<file path="config.mk">
export PLATFORM = sky130hd
export DESIGN_NAME = pwrirq_regs
export DESIGN_NICKNAME = d
export VERILOG_FILES = /design/src/core/pwrirq_pkg.sv /design/src/core/pwrirq_regs.sv
export SDC_FILE = /design/constraint.sdc
export NUM_CORES = 1
export LEC_CHECK = 0
export ABC_AREA = 1
export BUFFER_PORTS_ARGS = -buffer_cell sky130_fd_sc_hd__buf_2
export CAP_MARGIN = 15
export CORE_AREA = 8 8 101 103
export CTS_BUF_LIST = sky130_fd_sc_hd__clkbuf_4 sky130_fd_sc_hd__clkbuf_8
export CTS_CLUSTER_SIZE = 28
export DETAILED_ROUTE_END_ITERATION = 12
export DIE_AREA = 0 0 109 111
export GPL_TIMING_DRIVEN = 0
export PLACE_DENSITY = 0.81
export SETUP_SLACK_MARGIN = 0.15
export SLEW_MARGIN = 20
export SYNTH_ARGS = -nofsm -noshare
export SYNTH_HDL_FRONTEND = slang
export SYNTH_SLANG_ARGS = --single-unit
</file>
<file path="constraint.sdc">
create_clock -name aclk -period 1.7 [get_ports aclk]
set_input_delay 0.085 -clock aclk [delete_from_list [all_inputs] [get_ports aclk]]
set_output_delay 0.085 -clock aclk [all_outputs]
set_load 0.01 [all_outputs]
</file>
<file path="src/core/pwrirq_pkg.sv">
/*
 * package for the analog power override and interrupt pending register bank:
 * register offsets, field positions, reset values and the update-rate timing.
 * assumes a single 25 MHz system clock and byte-wide registers in 32-bit words.
 */
package pwrirq_pkg;
    // printed offsets are not all multiples of four, so they are indices
    localparam logic [7:0] PWRIRQ_IDX_POWER_OVR = 8'h0F;
    localparam logic [7:0] PWRIRQ_IDX_TIMER_PEND = 8'h12;
    localparam logic [7:0] PWRIRQ_IDX_LINE_PEND = 8'h13;
    localparam logic [7:0] PWRIRQ_IDX_IND_PEND = 8'h14;
    localparam logic [7:0] PWRIRQ_IDX_TIMER_EN = 8'h15;
    localparam logic [7:0] PWRIRQ_IDX_LINE_EN = 8'h16;
    localparam logic [7:0] PWRIRQ_IDX_IND_EN = 8'h17;
    localparam logic [7:0] PWRIRQ_IDX_AUTO_PWR = 8'h30;
    localparam logic [7:0] PWRIRQ_IDX_IND_REQ = 8'h31;
    // power override field positions
    localparam int PWRIRQ_ADC_MANUAL_BIT = 5;
    localparam int PWRIRQ_ADC_ON_BIT = 4;
    localparam int PWRIRQ_DAC_MANUAL_BIT = 3;
    localparam int PWRIRQ_DAC_ON_BIT = 2;
    localparam int PWRIRQ_TRANSAMP_MANUAL_BIT = 1;
    localparam int PWRIRQ_TRANSAMP_ON_BIT = 0;
    // implemented bit masks per register
    localparam logic [7:0] PWRIRQ_POWER_OVR_MASK = 8'h3F;
    localparam logic [7:0] PWRIRQ_TIMER_MASK = 8'h3F;
    localparam logic [7:0] PWRIRQ_LINE_MASK = 8'hFF;
    localparam logic [7:0] PWRIRQ_IND_MASK = 8'h02;
    localparam logic [7:0] PWRIRQ_IND_EN_MASK = 8'h03;
    localparam int PWRIRQ_IND_DONE_BIT = 1;
    // reset values
    localparam logic [7:0] PWRIRQ_POWER_OVR_RST = 8'h00;
    localparam logic [7:0] PWRIRQ_PEND_RST = 8'h00;
    localparam logic [7:0] PWRIRQ_EN_RST = 8'h00;
    // internal update rate for indirect access completion
    localparam int PWRIRQ_CLK_HZ = 25000000;
    localparam int PWRIRQ_UPDATE_HZ = 16000;
    localparam int PWRIRQ_UPDATE_CYCLES = PWRIRQ_CLK_HZ / PWRIRQ_UPDATE_HZ;
    // axi response codes
    localparam logic [1:0] PWRIRQ_RESP_OKAY = 2'h0;
    localparam logic [1:0] PWRIRQ_RESP_SLVERR = 2'h2;
endpackage : pwrirq_pkg

</file>
<file path="src/core/pwrirq_regs.sv">
/*
 * analog power override and interrupt pending register bank, axi4-lite slave.
 * power selects for the converters and the amplifier, three sticky
 * pending registers with enables, and an indirect request word.
 * assumes event inputs are single-cycle pulses on aclk from on-chip logic.
 * assumes the automatic power levels come from a sequencer on aclk.
 * assumes at most one write and one read in flight.
 * only byte lane 0 is stored; upper lanes read zero.
 * unmapped or unaligned places answer slave error.
 * reset is synchronous, active low; all registers clear.
 */
// Operation
// - adc manual select bit 5
// - adc on bit 4 acts only manual
// - dac manual select bit 3
// - dac on bit 2 acts only manual
// - amplifier manual select bit 1
// - amplifier on bit 0 acts only manual
// - ringing inactive/active pending bits 5,4
// - oscillator two pending bits 3,2
// - oscillator one pending bits 1,0
// - write one clears pending bit
// - timer pending reads zero after reset
// - six power alarm pending bits 7:2
// - loop change pending bit 1
// - ring trip pending bit 0
// - indirect done pending bit 1, sticky
// - each pending bit has enable mask
// - indirect access completes at 16 kHz tick

`timescale 1ns/1ps
module pwrirq_regs #(
    parameter int UPDATE_CYCLES = pwrirq_pkg::PWRIRQ_UPDATE_CYCLES
) (
    // clock and reset
    input wire logic aclk,
    input wire logic aresetn,
    // write address
    input wire logic [11:0] s_axi_awaddr,
    input wire logic s_axi_awvalid,
    output logic s_axi_awready,
    // write data
    input wire logic [31:0] s_axi_wdata,
    input wire logic [3:0] s_axi_wstrb,
    input wire logic s_axi_wvalid,
    output logic s_axi_wready,
    // write response
    output logic [1:0] s_axi_bresp,
    output logic s_axi_bvalid,
    input wire logic s_axi_bready,
    // read address
    input wire logic [11:0] s_axi_araddr,
    input wire logic s_axi_arvalid,
    output logic s_axi_arready,
    // read data
    output logic [31:0] s_axi_rdata,
    output logic [1:0] s_axi_rresp,
    output logic s_axi_rvalid,
    input wire logic s_axi_rready,
    // event pulses
    input wire logic [5:0] timer_evt,
    input wire logic [5:0] alarm_evt,
    input wire logic loop_change_evt,
    input wire logic ring_trip_evt,
    // sequencer levels
    input wire logic adc_auto_on,
    input wire logic dac_auto_on,
    input wire logic transamp_auto_on,
    // analog power controls
    output logic adc_pwr,
    output logic dac_pwr,
    output logic transamp_pwr,
    // indirect engine and interrupt
    output logic ind_req,
    output logic irq
);
    import pwrirq_pkg::*;

    // limitations:
    // events are not counted; two before a clear look like one
    // power outputs lag their select by one cycle
    // the tick runs free, so waits vary up to one period

    // register state
    logic [7:0] power_ovr_q; // analog_power_override
    logic [7:0] timer_pend_q; // timer_irq_pending
    logic [7:0] line_pend_q; // line_irq_pending
    logic [7:0] ind_pend_q; // indirect_done_pending

    // enables, same layout as pending
    logic [7:0] timer_en_q;
    logic [7:0] line_en_q;
    logic [7:0] ind_en_q;

    logic ind_busy_q; // indirect request waiting for tick
    logic [15:0] tick_cnt_q; // update-rate divider

    // bus handshake state
    logic [11:0] awaddr_q; // held until data arrives
    logic aw_have_q; // address taken
    logic [31:0] wdata_q;
    logic [3:0] wstrb_q;
    logic w_have_q; // data taken

    // map a byte address to a register index, valid only if aligned
    function automatic logic [7:0] pwrirq_index(input logic [11:0] addr);
        pwrirq_index = addr[9:2];
    endfunction : pwrirq_index

    // update tick: one-cycle enable at 16 kHz
    // period is exactly UPDATE_CYCLES
    wire tick_hit = (tick_cnt_q == 16'(UPDATE_CYCLES - 1));

    always_ff @(posedge aclk) begin
        if (!aresetn) begin
            tick_cnt_q <= 16'h0000;
        end else if (tick_hit) begin
            // wrap on the tick
            tick_cnt_q <= 16'h0000;
        end else begin
            tick_cnt_q <= tick_cnt_q + 16'h0001;
        end
    end

    // write path: address and data may come in either order
    wire aw_take = s_axi_awvalid && s_axi_awready;
    wire w_take = s_axi_wvalid && s_axi_wready;
    wire wr_fire = aw_have_q && w_have_q && !s_axi_bvalid;

    // only lane 0 is stored
    wire [7:0] wr_idx = pwrirq_index(awaddr_q);
    wire wr_lane0 = wr_fire && wstrb_q[0];
    wire [7:0] wbyte = wdata_q[7:0];

    // one strobe per register
    wire wr_hit_ovr = wr_lane0 && (wr_idx == PWRIRQ_IDX_POWER_OVR);
    wire wr_hit_tp = wr_lane0 && (wr_idx == PWRIRQ_IDX_TIMER_PEND);
    wire wr_hit_lp = wr_lane0 && (wr_idx == PWRIRQ_IDX_LINE_PEND);
    wire wr_hit_ip = wr_lane0 && (wr_idx == PWRIRQ_IDX_IND_PEND);
    wire wr_hit_te = wr_lane0 && (wr_idx == PWRIRQ_IDX_TIMER_EN);
    wire wr_hit_le = wr_lane0 && (wr_idx == PWRIRQ_IDX_LINE_EN);
    wire wr_hit_ie = wr_lane0 && (wr_idx == PWRIRQ_IDX_IND_EN);
    wire wr_hit_req = wr_lane0 && (wr_idx == PWRIRQ_IDX_IND_REQ);
    // decode of whether a write address is mapped
    wire wr_mapped = (wr_idx == PWRIRQ_IDX_POWER_OVR) || (wr_idx == PWRIRQ_IDX_TIMER_PEND)
                  || (wr_idx == PWRIRQ_IDX_LINE_PEND) || (wr_idx == PWRIRQ_IDX_IND_PEND)
                  || (wr_idx == PWRIRQ_IDX_TIMER_EN) || (wr_idx == PWRIRQ_IDX_LINE_EN)
                  || (wr_idx == PWRIRQ_IDX_IND_EN) || (wr_idx == PWRIRQ_IDX_AUTO_PWR)
                  || (wr_idx == PWRIRQ_IDX_IND_REQ);
    wire wr_ok = wr_mapped && (awaddr_q[11:10] == 2'h0) && (awaddr_q[1:0] == 2'h0);

    // hold each channel once taken, release ready until the response goes
    always_ff @(posedge aclk) begin
        if (!aresetn) begin
            aw_have_q <= 1'b0;
            w_have_q <= 1'b0;
            awaddr_q <= 12'h000;
            wdata_q <= 32'h0000_0000;
            wstrb_q <= 4'h0;
            s_axi_bvalid <= 1'b0;
            s_axi_bresp <= PWRIRQ_RESP_OKAY;
        end else begin
            // capture address
            if (aw_take) begin
                aw_have_q <= 1'b1;
                awaddr_q <= s_axi_awaddr;
            end

            // capture data and strobes
            if (w_take) begin
                w_have_q <= 1'b1;
                wdata_q <= s_axi_wdata;
                wstrb_q <= s_axi_wstrb;
            end

            if (wr_fire) begin // one write at a time
                aw_have_q <= 1'b0;
                w_have_q <= 1'b0;
                s_axi_bvalid <= 1'b1;
                s_axi_bresp <= wr_ok ? PWRIRQ_RESP_OKAY : PWRIRQ_RESP_SLVERR;
            end else if (s_axi_bvalid && s_axi_bready) begin
                s_axi_bvalid <= 1'b0;
            end
        end
    end
    // readies registered so outputs come from flops
    always_ff @(posedge aclk) begin
        if (!aresetn) begin
            // rise on the first edge after release
            s_axi_awready <= 1'b0;
            s_axi_wready <= 1'b0;
        end else begin
            // drop on the take edge so nothing is captured twice
            s_axi_awready <= !aw_have_q && !aw_take && !s_axi_bvalid && !wr_fire;
            s_axi_wready <= !w_have_q && !w_take && !s_axi_bvalid && !wr_fire;
        end
    end

    // power override register, reserved bits held at zero
    always_ff @(posedge aclk) begin
        if (!aresetn) begin
            // all three automatic after reset
            power_ovr_q <= PWRIRQ_POWER_OVR_RST;
        end else if (wr_hit_ovr) begin
            power_ovr_q <= wbyte & PWRIRQ_POWER_OVR_MASK;
        end
    end

    // per-block select: manual uses the on bit, auto uses the sequencer
    wire adc_man = power_ovr_q[PWRIRQ_ADC_MANUAL_BIT];
    wire dac_man = power_ovr_q[PWRIRQ_DAC_MANUAL_BIT];
    wire gm_man = power_ovr_q[PWRIRQ_TRANSAMP_MANUAL_BIT];
    wire adc_next = adc_man ? power_ovr_q[PWRIRQ_ADC_ON_BIT] : adc_auto_on;
    wire dac_next = dac_man ? power_ovr_q[PWRIRQ_DAC_ON_BIT] : dac_auto_on;
    wire gm_next = gm_man ? power_ovr_q[PWRIRQ_TRANSAMP_ON_BIT] : transamp_auto_on;

    // power outputs registered, one cycle behind the select
    // the cycle buys glitch-free controls to the analog blocks
    always_ff @(posedge aclk) begin
        if (!aresetn) begin
            // analog blocks off in reset
            adc_pwr <= 1'b0;
            dac_pwr <= 1'b0;
            transamp_pwr <= 1'b0;
        end else begin
            adc_pwr <= adc_next;
            dac_pwr <= dac_next;
            transamp_pwr <= gm_next;
        end
    end

    // indirect request: any lane-0 write to the request word starts one, done at tick
    wire ind_done = ind_busy_q && tick_hit;
    always_ff @(posedge aclk) begin
        if (!aresetn) begin
            ind_busy_q <= 1'b0;
            ind_req <= 1'b0;
        end else begin
            // a request while busy just keeps waiting
            if (wr_hit_req) begin
                ind_busy_q <= 1'b1;
            end else if (ind_done) begin
                ind_busy_q <= 1'b0;
            end
            // drops in the cycle the done bit rises
            ind_req <= wr_hit_req || (ind_busy_q && !ind_done);
        end
    end

    // pending sets: an event in the clear cycle wins over the clear
    wire [7:0] timer_set = {2'b00, timer_evt};
    wire [7:0] line_set = {alarm_evt, loop_change_evt, ring_trip_evt};
    wire [7:0] ind_set = {6'b000000, ind_done, 1'b0};
    wire [7:0] timer_clr = wr_hit_tp ? wbyte : 8'h00;
    wire [7:0] line_clr = wr_hit_lp ? wbyte : 8'h00;
    wire [7:0] ind_clr = wr_hit_ip ? wbyte : 8'h00;

    // reserved bits masked so they never set
    always_ff @(posedge aclk) begin
        if (!aresetn) begin
            // nothing pending
            timer_pend_q <= PWRIRQ_PEND_RST;
            line_pend_q <= PWRIRQ_PEND_RST;
            ind_pend_q <= PWRIRQ_PEND_RST;
        end else begin
            timer_pend_q <= ((timer_pend_q & ~timer_clr) | timer_set) & PWRIRQ_TIMER_MASK;
            line_pend_q <= ((line_pend_q & ~line_clr) | line_set) & PWRIRQ_LINE_MASK;
            ind_pend_q <= ((ind_pend_q & ~ind_clr) | ind_set) & PWRIRQ_IND_MASK;
        end
    end

    // enable registers; bits with no function are still read/write, except ind bits 7:2
    always_ff @(posedge aclk) begin
        if (!aresetn) begin
            // all masked
            timer_en_q <= PWRIRQ_EN_RST;
            line_en_q <= PWRIRQ_EN_RST;
            ind_en_q <= PWRIRQ_EN_RST;
        end else begin
            if (wr_hit_te) begin
                timer_en_q <= wbyte;
            end
            if (wr_hit_le) begin
                line_en_q <= wbyte;
            end

            // only bits 1:0 kept
            if (wr_hit_ie) begin
                ind_en_q <= wbyte & PWRIRQ_IND_EN_MASK;
            end
        end
    end

    // interrupt: any pending bit with its enable set
    wire irq_next = |(timer_pend_q & timer_en_q & PWRIRQ_TIMER_MASK)
                  | |(line_pend_q & line_en_q)
                  | |(ind_pend_q & ind_en_q & PWRIRQ_IND_MASK);
    always_ff @(posedge aclk) begin
        if (!aresetn) begin
            // quiet in reset
            irq <= 1'b0;
        end else begin
            irq <= irq_next;
        end
    end

    // read path: mux on index, unmapped answers slverr with zero data
    wire [7:0] rd_idx = pwrirq_index(s_axi_araddr);
    wire rd_align = (s_axi_araddr[11:10] == 2'h0) && (s_axi_araddr[1:0] == 2'h0);

    // status words that are not registers
    wire [7:0] auto_stat = {5'b00000, adc_auto_on, dac_auto_on, transamp_auto_on};
    wire [7:0] req_stat = {7'b0000000, ind_busy_q};
    wire rd_hit;
    wire [7:0] rd_byte;

    // mapped places for the response code
    assign rd_hit = rd_align && ((rd_idx == PWRIRQ_IDX_POWER_OVR)
                  || (rd_idx == PWRIRQ_IDX_TIMER_PEND) || (rd_idx == PWRIRQ_IDX_LINE_PEND)
                  || (rd_idx == PWRIRQ_IDX_IND_PEND) || (rd_idx == PWRIRQ_IDX_TIMER_EN)
                  || (rd_idx == PWRIRQ_IDX_LINE_EN) || (rd_idx == PWRIRQ_IDX_IND_EN)
                  || (rd_idx == PWRIRQ_IDX_AUTO_PWR) || (rd_idx == PWRIRQ_IDX_IND_REQ));

    // data mux; unmapped reads give zero
    assign rd_byte = !rd_align ? 8'h00
                   : (rd_idx == PWRIRQ_IDX_POWER_OVR) ? power_ovr_q
                   : (rd_idx == PWRIRQ_IDX_TIMER_PEND) ? timer_pend_q
                   : (rd_idx == PWRIRQ_IDX_LINE_PEND) ? line_pend_q
                   : (rd_idx == PWRIRQ_IDX_IND_PEND) ? ind_pend_q
                   : (rd_idx == PWRIRQ_IDX_TIMER_EN) ? timer_en_q
                   : (rd_idx == PWRIRQ_IDX_LINE_EN) ? line_en_q
                   : (rd_idx == PWRIRQ_IDX_IND_EN) ? ind_en_q
                   : (rd_idx == PWRIRQ_IDX_AUTO_PWR) ? auto_stat
                   : (rd_idx == PWRIRQ_IDX_IND_REQ) ? req_stat
                   : 8'h00;
    // arready pulses for one cycle per accepted read
    wire ar_take = s_axi_arvalid && s_axi_arready;
    always_ff @(posedge aclk) begin
        if (!aresetn) begin
            s_axi_arready <= 1'b0;
            s_axi_rvalid <= 1'b0;
            s_axi_rdata <= 32'h0000_0000;
            s_axi_rresp <= PWRIRQ_RESP_OKAY;
        end else begin
            // a read in flight holds arready low
            s_axi_arready <= !s_axi_arready && s_axi_arvalid && !s_axi_rvalid;

            // data and response captured on the take edge
            if (ar_take) begin
                s_axi_rvalid <= 1'b1;
                s_axi_rdata <= {24'h00_0000, rd_byte};
                s_axi_rresp <= rd_hit ? PWRIRQ_RESP_OKAY : PWRIRQ_RESP_SLVERR;
            end else if (s_axi_rvalid && s_axi_rready) begin
                s_axi_rvalid <= 1'b0;
            end
        end
    end
endmodule : pwrirq_regs
</file>
# Yosys cells after proc, flatten, opt, wreduce, memory -nomap -nowiden
# Index checks and enable logic that the tools add are counted.
dict set report totals {
  regBits 101
  inputBits 84
  output_inout_bits 46
  word_cells 153
}
dict set report classes {
  n_addsub 1
  eq_ne 19
  n_mux 24
  bitwise_logic 15
  reduce_logical 67
}
# cell count
set ops {}
lappend ops {{equality test 8 x 5 -> 1 bit (second input constant)} 12}
lappend ops {{two-way mux 8 bit} 8}
lappend ops {{equality test 8 x 6 -> 1 bit (second input constant)} 4}
lappend ops {{logical AND 1 bit} 30}
lappend ops {{logical OR 1 bit} 17}
lappend ops {{adder 16 x 1 -> 16 bit (second input constant)} 1}
lappend ops {{bitwise AND 8 bit} 2}
lappend ops {{equality test 16 x 11 -> 1 bit (second input constant)} 1}
lappend ops {{equality test 8 x 4 -> 1 bit (second input constant)} 2}
lappend ops {{bitwise AND 6 bit} 2}
lappend ops {{two-way mux 1 bit} 10}
lappend ops {{zero test 1 bit} 9}
lappend ops {{zero test 2 bit} 4}
lappend ops {{inverter 8 bit} 1}
lappend ops {{OR 8 bit} 1}
lappend ops {{OR reduction 8 bit} 1}
lappend ops {{two-way mux 2 bit} 3}
lappend ops {{two-way mux 3 bit} 2}
lappend ops {{two-way mux 6 bit} 1}
lappend ops {{inverter 6 bit} 1}
lappend ops {{OR 6 bit} 1}
lappend ops {{nonzero test 2 bit} 3}
lappend ops {{OR reduction 6 bit} 1}
lappend ops {{bitwise AND 2 bit} 2}
lappend ops {{5 further kinds} 7}

# Logic depth before layout (Yosys ltp)
# Gate-level depths: netlist of run 1.
dict set report depth {
  depth_word 12
  ltp_mapped 12
  ltp_nobuf 12
}

# Least setup slack after synthesis of run 1
# OpenSTA, ideal clock, no wires.
dict set report synth_path {
  path_type {flip-flop to flip-flop}
  startpoint {register tick_cnt_q[0]}
  endpoint {register tick_cnt_q[14]}
  setup_time_ns 0.070
  arrival_time_ns 1.454
  t_required_ns 1.630
  slack_ns 0.175
  stages_incl_launch_ff 9
  path_buffers 0
  period_less_slack_ns 1.525
  path_cell_list {dfxtp_1 -> ha_1 -> nand2_1 -> nor2_1 -> nand4_1 -> nor3_2 -> nand3_1 -> or2_0 -> a21oi_1}
}
dict set report synth_via {
  elab_chain_cells 2
  word_cells_on_any_way 3
  cone_classes {add/sub (1); eq/ne (1); reduce/logical (1)}
}
# item line
set synth_lines {}
lappend synth_lines {{start: declaration} pwrirq_regs.sv:96} ;# logic [15:0] tick_cnt_q;
lappend synth_lines {{start signal: assignment} pwrirq_regs.sv:121} ;# tick_cnt_q <= tick_cnt_q + 16'h0001;
lappend synth_lines {{branches (longest 2 deep; another with adder 16 x 1 -> 16 bit)} n/a}
# Several ways; the timed one is not identified.
# A chain may end at the register's enable or synchronous reset.

# Final worst setup path of run 1
dict set report layout_path {
  startpoint {register awaddr_q[8]}
  endpoint {register power_ovr_q[4]}
}
dict set report layout_via {
  elab_chain_cells 2
}
# item line
set layout_lines {}
lappend layout_lines {{start: declaration} pwrirq_regs.sv:99} ;# logic [11:0] awaddr_q;
lappend layout_lines {{start signal: assignment} pwrirq_regs.sv:166} ;# awaddr_q <= s_axi_awaddr;
lappend layout_lines {{equality test 8 x 4 -> 1 bit} pwrirq_regs.sv:136} ;# wire wr_hit_ovr = wr_lane0 && (wr_idx == PWRIRQ_IDX_POWER_OVR);
lappend layout_lines {{logical AND 1 bit} pwrirq_regs.sv:136}
lappend layout_lines {{end signal: assignment} pwrirq_regs.sv:205} ;# power_ovr_q <= wbyte & PWRIRQ_POWER_OVR_MASK;
lappend layout_lines {{end: declaration} pwrirq_regs.sv:85} ;# logic [7:0] power_ovr_q;
# No other way between the ends.

==> results of run 1 <==
==> layer usage <==
layer | global-route usage (%) | vias to the layer above | routed length, um
li1 | - | 2319 | -
met1 | 26.2 | 2177 | 5600
met2 | 37.2 | 250 | 7200
met3 | 3.78 | 38 | 1260
met4 | 8.04 | 0 | 386
met5 | 0 | - | 0
==> cell type report <==
class | count | area (um2) | share of cell area (%)
clock buffer | 10 | 138 | 2.22
sequential | 99 | 2010 | 32.4
tap | 108 | 135 | 2.18
buffer | 41 | 274 | 4.42
inverter | 75 | 284 | 4.58
timing repair buffer | 138 | 948 | 15.3
clock inverter | 6 | 96.3 | 1.55
multi-input combinational | 413 | 2310 | 37.3
==> through the flow <==
| step | util [%] | hold slack [ns] | setup slack (ns) |
|---|---|---|---|
| floorplan | - | 0.203 | 0.175 |
| finish | 72.5 | 0.00134 | 0.0335 |
| global placement | 59.6 | 0.320 | -0.121 |
| global route | 72.5 | 0.0249 | -0.0381 |
| detailed placement | 59.6 | 0.332 | -0.102 |
| CTS | 68.6 | 0.00518 | 0.0799 |
==> state kept, by name, summed over array words and instances (netlist names), 2 cells and up <==
name / count
line_pend_q: 8
line_en_q: 8
awaddr_q: 12
timer_en_q: 8
tick_cnt_q: 16
s_axi_rdata: 8
wdata_q: 8
timer_pend_q: 6
ind_en_q: 2
power_ovr_q: 6
==> layout by cell type, fill, tap and decap left out, types with 3 or more instances in the layout <==
cell type       n
clkbuf_1       10
nor3_4          5
nand2_1        81
o21ai_1         8
a221oi_1        3
a211oi_2       13
buf_2          75
nor2_4          4
o21ai_0        54
nand3_2         3
or2_2           4
nor3_2          4
conb_1         26
dfxtp_1        85
nand2_4         5
nand3_1        13
inv_1          68
a211oi_1        3
nor2_2          7
nor2_1         58
nor4_1          5
nand4_1        11
o21ai_2         5
inv_2           6
buf_4          56
a21oi_1        64
dlygate4sd3_1  26
dfxtp_2        10
dfxtp_4         4
buf_6           9
clkbuf_8       10
nand2_2         6
nor3_1          8
==> repair_timing <==
| action | CTS | global route |
|---|---|---|
| endpoints found under the hold margin | 26 | 0 |
| hold buffers | 26 | 0 |
| endpoints found under the setup margin | 47 | 57 |
| cloned | 1 | 1 |
| buffers inserted | 22 | 13 |
| gates resized for setup | 31 | 78 |
| pin swaps | 15 | 26 |
==> power by group through the flow <==
stage	clock network [mW]	logic (mW)	registers [mW]
global placement	0	0.431	2.51
floorplan	0	0.282	2.50
CTS	1.75	0.508	2.46
finish	1.76	0.569	2.47
detailed placement	0	0.444	2.51
global route	1.85	0.623	2.48
==> path summary, 6_finish.rpt <==
kind	from	to	slack, ns	cells past startpoint
max	awaddr_q[8]	power_ovr_q[4]	0.03	8
min	s_axi_awaddr[0]	awaddr_q[0]	0.001	3
max reg2reg	awaddr_q[8]	power_ovr_q[4]	0.03	8
min reg2reg	aw_have_q	s_axi_awready	0.44	1
==> cells by family (layout without fill, tap and decap cells) <==
logic type	after synthesis	count (layout)	share of synthesized area, %
xor+xnor	2	2	0.390
fa+ha+maj	2	2	0.557
other cells	1	26	0.0834
compound gates	161	161	20.1
flops	99	99	44.1
buf+inv	116	270	12.2
simple gates	222	222	22.6
==> worst max-delay path: stages (launching register included) <==
cell and delay (ns):
dfxtp_4 0.37, buf_4 0.13, nor2_2 0.14, nand2_2 0.10, nor4_4 0.32, nand2_2 0.14, buf_4 0.18, o21ai_1 0.13
a21oi_1 0.06
==> metrics.md, run 1 <==
| Metric | Value |
|---|---|
| Combinational power share | 11.9% |
| Placed cell count | 811 |
| Cts bufs inserted | 9 |
| Io pins | 130 |
| Library cells used by synthesis | 40 |
| Fin Setup TNS | 0 ns |
| Setup-failing EPs final | 0 |
| Synth area leader | dfxtp_1 |
| Peak VDD IR | 0.533 mV |
| FP Rows | 34 |
| Ranking of synthesized cells by area | dfxtp_1, nand2_1, o21ai_0 |
| Clock Latency Late Sink | 0.37 ns |
| Fillers | 629 |
| CTS tree | done |
| Worst hold path type | input pin to flip-flop |
| Post-Route WL | 14,500 um |
| Critical Path RT | 1.97 ns |
| Switching Share | 26.4% |
| CP Max Fanout | 4 |
| Number of enable flip-flop cells after synthesis | 0 |
| Initial Utilization | 52.6% |
| Power density cells | 774 nW/um2 |
| Vias | 4,784 |
| Ant diodes | 0 |
| Max capacitance violation total | 0 |
| Post-synth top flop | dfxtp_1 |
| Post-Syn Instances | 603 |
| Initial DRT Pass Iterations | 5 |
| Detail Placement HPWL | 9700 um |
| Post-synth ARST share | 0% |
| Sequential share of power | 51.5% |
| Critical path class | flip-flop to flip-flop |
| Unrepaired setup endpoints after global routing | true |
| Clock Tree Buf Depth | 2 |
| Width of the die | 109 um |
| Die ar. | 12,100 um2 |
| Share of cells above drive strength 1 | 30.4% |
| Fmax | 600 MHz |
| Count leader, synth | dfxtp_1 |
| Detailed-route wire length per cell | 16.2 um |
| Slew headroom | 49.1% |
| Gr ovfl total | 0 |
| Placed cell area | 5100 um2 |
| Crit path arrival time | 1.93 ns |
| Vias/cell | 5.38 |
| Overall power | 4.80 mW |
| Final ANT Viol Nets | 0 |
| Leakage | 2.82 nW |
| Largest net degree at the start of global routing | 18 |
| Netlist Area Pre-Place | 4490 um2 |
| P_int | 3.53 mW |
| Number of global-route vias before repair | 4,555 |
| Worst setup EP type | flip-flop |
| Nets | 863 |
| Chip height | 111 um |
| Core Footprint | 8550 um2 |
| Clock Power Share | 36.6% |
| Worst-Margin Slew | 0.757 ns |
| Sequential share of the synthesized area | 44.1% |
| Global Route Usage Sum | 21.8% |
| Post-route design area | 6200 um2 |
| Yosys top cell area share | 44.1% |
| Switch Pwr | 1.27 mW |
| Final Critical Period | 1.67 ns |
| Clk slew on worst S/H paths | 0.11 ns |
| Setup Skew | 0.0181 ns |
| CTS root buf | clkbuf_8 |
| DRC | 0 |
| Startpoint types | flip-flop |
| Area Growth Syn to Fin | 37.9% |
| Global-route wire length before repair | 21,300 um |
| Final std cells w/o fill | 890 |
| Outcome | completed |
| Slew Viols, Final | 0 |
| PortBufs | 75 |
| H-tree levels | 3 |
| GPL Wtd Cong | 0.947 |
| 1st-iter DRT viols | 306 |
| Syn Area/Cell | 7.45 um2 |
| Yosys warns | 0 |
| Final period util | 98.0% |
| Initial antenna violation count | 0 |
| #FFs+latches synth | 99 |
| CTS sink cnt | 99 |
| Top cells by count, synth | dfxtp_1, nand2_1, inv_1 |
| Hold Violations, Final | 0 |
Note: power is estimated with default switching activity, not from simulation.
==> inputs of run 2 (changes only) <==
CTS_BUF_LIST = sky130_fd_sc_hd__clkbuf_4   (was sky130_fd_sc_hd__clkbuf_4 sky130_fd_sc_hd__clkbuf_8)
==> run 2 against run 1 <==
Effect of this change:
- sequential power about the same
- total power down 5.8%
- die area unchanged
- critical path type unchanged
- final cell count up 0.79%
- sequential share of layout area down 0.24 points
- global-route usage down 0.069 points
- cell area up 0.50%
- clock power down 18%
- via count down 0.61%
- flip-flop and latch count unchanged
==> metrics.md, run 2 (same netlist as run 1, synthesis figures left out) <==
| Metric | Value |
|---|---|
| Largest register FFs | 16 |
| Detailed-route wire length per cell | 15.7 um |
| Max capacitance violation total | 0 |
| Io pins | 130 |
| Critical Path RT | 2.12 ns |
| GPL Wtd Cong | 0.947 |
| Width of the die | 109 um |
| Final Critical Period | 1.64 ns |
| Clk slew on worst S/H paths | 0.15 ns |
| Combinational power share | 13.2% |
| Worst hold path type | input pin to flip-flop |
| Leakage | 2.82 nW |
| Metal3 WL | 1080 um |
| Slew Viols, Final | 0 |
| Setup-failing EPs final | 0 |
| Hold Violations, Final | 0 |
| Peak VDD IR | 0.588 mV |
| Initial Utilization | 52.6% |
| Final period util | 96.4% |
| 1st-iter DRT viols | 301 |
| Core Footprint | 8550 um2 |
| DRC | 0 |
| PortBufs | 75 |
| Power density cells | 726 nW/um2 |
| Area of the multi-input gates | 2320 um2 |
| Setup WS post-layout | 0.0613 ns |
| Post-Route WL | 14,000 um |
| Largest net degree at the start of global routing | 18 |
| Cts bufs inserted | 9 |
| Switch Pwr | 1.24 mW |
| Fin Setup TNS | 0 ns |
| Worst setup EP type | flip-flop |
| CTS root buf | clkbuf_4 |
| Wire length on met2 | 6950 um |
| Ant diodes | 0 |
| Unrepaired setup endpoints after global routing | true |
| Chip height | 111 um |
| Vias/cell | 5.30 |
| Sequential share of power | 54.8% |
| Pre-CTS WS | -0.102 ns |
| Nets | 870 |
| Gr ovfl total | 0 |
| Most common cell after layout, fill and taps aside | dfxtp_1 |
| Worst-Margin Slew | 0.752 ns |
| P_int | 3.28 mW |
| Fillers | 622 |
| CTS sink cnt | 99 |
| Clock Latency Late Sink | 0.48 ns |
| Crit path arrival time | 2.05 ns |
| Max Used Layer | met4 |
| Slew headroom | 49.5% |
| Final Core Density | 72.8% |
| Die ar. | 12,100 um2 |
| M1 WL | 5740 um |
| Fmax | 610 MHz |
| Global-route wire length before repair | 21,300 um |
| Detail Placement HPWL | 9700 um |
| Initial DRT Pass Iterations | 4 |
| Reg area | 2000 um2 |
| Reg with most FFs | tick_cnt_q |
| Share of cells above drive strength 1 | 28.9% |
| CTS tree | done |
| Global Route Usage Sum | 21.7% |
| Largest regs | tick_cnt_q: 16 flops, awaddr_q: 12 flops |
| Switching Share | 27.4% |
| Clock Power Share | 32.0% |
| Setup Skew | 0.0272 ns |
| Outcome | completed |
| Number of global-route vias before repair | 4,537 |
| Clock Tree Buf Depth | 2 |
| Critical path class | flip-flop to flip-flop |
| Final ANT Viol Nets | 0 |
| FP Rows | 34 |
| Most frequent cells in the layout | dfxtp_1, nand2_1, buf_2 |
| CP Max Fanout | 4 |
| Vias | 4,755 |
| Startpoint types | flip-flop |
| H-tree levels | 3 |
| Initial antenna violation count | 0 |
| Area Growth Syn to Fin | 38.6% |
run 2: power groups by stage:
stage | Sequential (mW) | Combinational [mW] | Clock [mW]
after global placement | 2.51 | 0.431 | 0
after CTS | 2.46 | 0.536 | 1.43
after global routing | 2.49 | 0.654 | 1.55
after floorplan | 2.50 | 0.282 | 0
after detailed placement | 2.51 | 0.444 | 0
final | 2.48 | 0.595 | 1.45
run 2: critical path: stages (launching register included):
cell     delay [ns]
dfxtp_4        0.42
nand3_4        0.11
nor3_4         0.23
nand2_1        0.11
nor2_2         0.12
nand3_2        0.12
nor2_2         0.15
nand3_1        0.11
nand2_1        0.08
inv_1          0.05
nor2_1         0.09
run 2: layer usage:
| metal | global-route usage, % | vias up |
|---|---|---|
| li1 | - | 2336 |
| met1 | 26.1 | 2172 |
| met2 | 37.9 | 221 |
| met3 | 4.07 | 26 |
| met4 | 5.84 | 0 |
| met5 | 0 | - |
run 2: final timing paths:
check	cells after the start	from	end	slack, ns
max	10	tick_cnt_q[2]	tick_cnt_q[15]	0.06
min	6	s_axi_araddr[0]	s_axi_rdata[3]	0.03
max reg2reg	10	tick_cnt_q[2]	tick_cnt_q[15]	0.06
min reg2reg	1	w_have_q	s_axi_wready	0.44
run 2: final cells by class:
class	count	share of cell area, %
clock buffers	9	1.08
plain buffers	41	4.40
repair buffers	145	16.6
clock inverters	7	1.61
flip-flops and latches	99	32.2
multi-input cells	413	37.3
well taps	108	2.17
inverters	75	4.62
run 2: metrics by stage:
stage                     power, mW  hold WS, ns  cells  cell area, um2
after global placement         2.94        0.320    811            5100
after global routing           4.69       0.0785    897            6230
after detailed placement       2.95        0.332    811            5100
final                          4.52       0.0262    897            6230
after CTS                      4.43      0.00484    886            5940
after floorplan                2.78        0.203    628            4590
run 2: repair_timing:
item | CTS | global route
hold buffers | 40 | 1
gates resized for setup | 33 | 83
buffers inserted | 18 | 9
pin swaps | 13 | 24
setup endpoints to repair | 52 | 55
hold endpoints to repair | 40 | 1
cloned | 1 | 1
==> inputs of run 3 (changes only) <==
CORE_AREA = 8 8 105 107   (was 8 8 101 103)
DIE_AREA = 0 0 113 115   (was 0 0 109 111)
PLACE_DENSITY = 0.78   (was 0.81)
clock period = 1.48 ns   (was 1.7 ns; I/O delays follow)
==> run 3 against run 2 <==
Effect of this change:
- the flow now finishes with violations (setup timing)
- via count rose by 0.40%
- routed wire length rose by 5.1%
- clock power fell by 9.7%
- register-to-register slack got worse by 0.23 ns
- clock-buffer cell count rose by 1
- worst hold slack got worse by 0.0026 ns
- combinational power rose by 27%
- non-clock buffer count rose by 6
- final cell count rose by 1.2%
- critical endpoint is now tick_cnt_q[10]
- largest cell class unchanged
- highest routed layer unchanged
==> metrics.md, run 3 (same netlist as run 1, synthesis figures left out) <==
| Metric | Value |
|---|---|
| Power density cells | 753 nW/um2 |
| Clock Power Share | 26.7% |
| Initial DRT Pass Iterations | 5 |
| Buf/Inv on CP | 2 |
| Sequential share of power | 57.9% |
| Initial Utilization | 47.5% |
| Failing checks | setup timing |
| Global-route wire length before repair | 22,100 um |
| Pre-CTS WS | -0.273 ns |
| Max capacitance violation total | 0 |
| Die ar. | 13,000 um2 |
| FP Rows | 36 |
| Worst setup EP type | flip-flop |
| Critical path class | flip-flop to flip-flop |
| Clock Tree Buf Depth | 2 |
| R2r setup slk | -0.17 ns |
| CTS root buf | clkbuf_4 |
| Unrepaired setup endpoints after global routing | true |
| Critical Path RT | 1.85 ns |
| Largest regs | tick_cnt_q: 16 flops, awaddr_q: 12 flops |
| Final Critical Period | 1.65 ns |
| Initial antenna violation count | 0 |
| Detailed-route wire length per cell | 16.3 um |
| H-tree levels | 3 |
| Share of cells above drive strength 1 | 35.1% |
| CP most frequent cell | buf_6 |
| Detail Placement HPWL | 9820 um |
| Number of global-route vias before repair | 4,618 |
| CTS sink cnt | 99 |
| Clock Latency Late Sink | 0.47 ns |
| Critical path cell sequence | buf_6 > ha_4 > nand2_2 > nor2_1 > nand4_1 > nand2_4 > buf_6 > a21oi_1 > o21a_1 |
| CP Max Fanout | 6 |
| Largest net degree at the start of global routing | 17 |
| Final std cells w/o fill | 908 |
| Chip height | 115 um |
| Io pins | 130 |
| Slew headroom | 55.5% |
| Worst hold path type | input pin to flip-flop |
| Setup WS post-layout | -0.165 ns |
| DRC | 0 |
| CTS tree | done |
| Fmax | 608 MHz |
| PortBufs | 75 |
| Overall power | 4.92 mW |
| Width of the die | 113 um |
| Gr ovfl total | 0 |
| Setup Skew | 0.0290 ns |
| Largest register FFs | 16 |
| Crit path max-delay cell type | dfxtp_4 |
| Crit path arrival time | 2.02 ns |
| Most frequent cells in the layout | dfxtp_1, nand2_1, buf_2 |
| Hold Violations, Final | 0 |
| Core Footprint | 9460 um2 |
| Cts bufs inserted | 9 |
| Top cell family by delay on the critical path | simple AND/OR/NAND/NOR gates |
| Fin Setup TNS | -2.85 ns |
| Ant diodes | 0 |
| Vias | 4,774 |
| P_int | 3.47 mW |
| Most common cell after layout, fill and taps aside | dfxtp_1 |
| Final ANT Viol Nets | 0 |
| Combinational power share | 15.4% |
| Nets | 876 |
| Reg with most FFs | tick_cnt_q |
| Switch Pwr | 1.45 mW |
| Post-Route WL | 14,800 um |
| Outcome | complete, but fails checks |
| CP max stage delay | 0.42 ns |
| 1st-iter DRT viols | 374 |
| Slew Viols, Final | 0 |
| Startpoint types | flip-flop |
| GPL Wtd Cong | 0.920 |
| Clk slew on worst S/H paths | 0.17 ns |
| Vias/cell | 5.26 |
| Area Growth Syn to Fin | 45.3% |
| Peak VDD IR | 0.491 mV |
| Worst-Margin Slew | 0.667 ns |
| Placed cell count | 817 |
| Switching Share | 29.5% |
| Leakage | 2.89 nW |
| Final period util | 111% |
| Global Route Usage Sum | 21.3% |
| Setup-failing EPs final | 51 |
## run 3: cell types whose count changed in the layout (fill, tap and decap cells not counted), sizes merged
cell | before | now
buf | 134 | 141
bufinv | 2 | 0
clkinv | 2 | 3
clkinvlp | 2 | 1
## run 3: through the flow
step                hold WS, ns  utilization, %  cell area [um2]
global placement          0.311            54.9             5190
global route             0.0415            69.0             6530
CTS                     0.00387            64.5             6100
floorplan                 0.192               -             4670
finish                   0.0236            69.0             6530
detailed placement        0.321            54.9             5190
## run 3: layer usage
metal	routed length, um	vias to the layer above	global-route usage, %
met4	385	0	11.0
met2	7480	185	37.6
met3	1040	35	4.57
li1	-	2343	-
met1	5850	2211	23.6
met5	0	-	0
## run 3: power groups by stage
stage,Combinational (mW),Clock (mW),Sequential (mW)
floorplan,0.332,0,2.88
global placement,0.514,0,2.88
detailed placement,0.525,0,2.89
CTS,0.672,1.31,2.83
global route,0.825,1.41,2.86
finish,0.757,1.31,2.85
## run 3: worst min-delay path: stages
cell	delay, ns
buf_2	0.08
nor2_1	0.05
nand3_4	0.09
a21oi_1	0.04
nand2_1	0.05
a21oi_1	0.05
## run 3: worst paths after layout
kind | start | endpoint | depth (start not counted)
worst max register to register | tick_cnt_q[0] | tick_cnt_q[10] | 9
worst max-delay path | tick_cnt_q[0] | tick_cnt_q[10] | 9
worst min register to register | s_axi_rvalid | s_axi_arready | 1
worst min-delay path | s_axi_araddr[10] | s_axi_rdata[3] | 6
## run 3: final cells by class
cell class	count	area (um2)
Fill cell	769	2930
Inverter	75	309
Sequential cell	99	2010
Timing Repair Buffer	151	1130
Clock buffer	10	75.1
Multi-Input combinational cell	413	2540
Clock inverter	5	38.8
Tap cell	114	143
Buffer	41	283
## run 3: what timing repair did
item / 4_1_cts / 5_1_grt
endpoints found under the setup margin: 71 / 72
buffers inserted: 22 / 12
pin swaps: 19 / 24
gates cloned: 1 / 0
hold buffers: 41 / 0
endpoints found under the hold margin: 49 / 0
gates resized for setup: 75 / 94
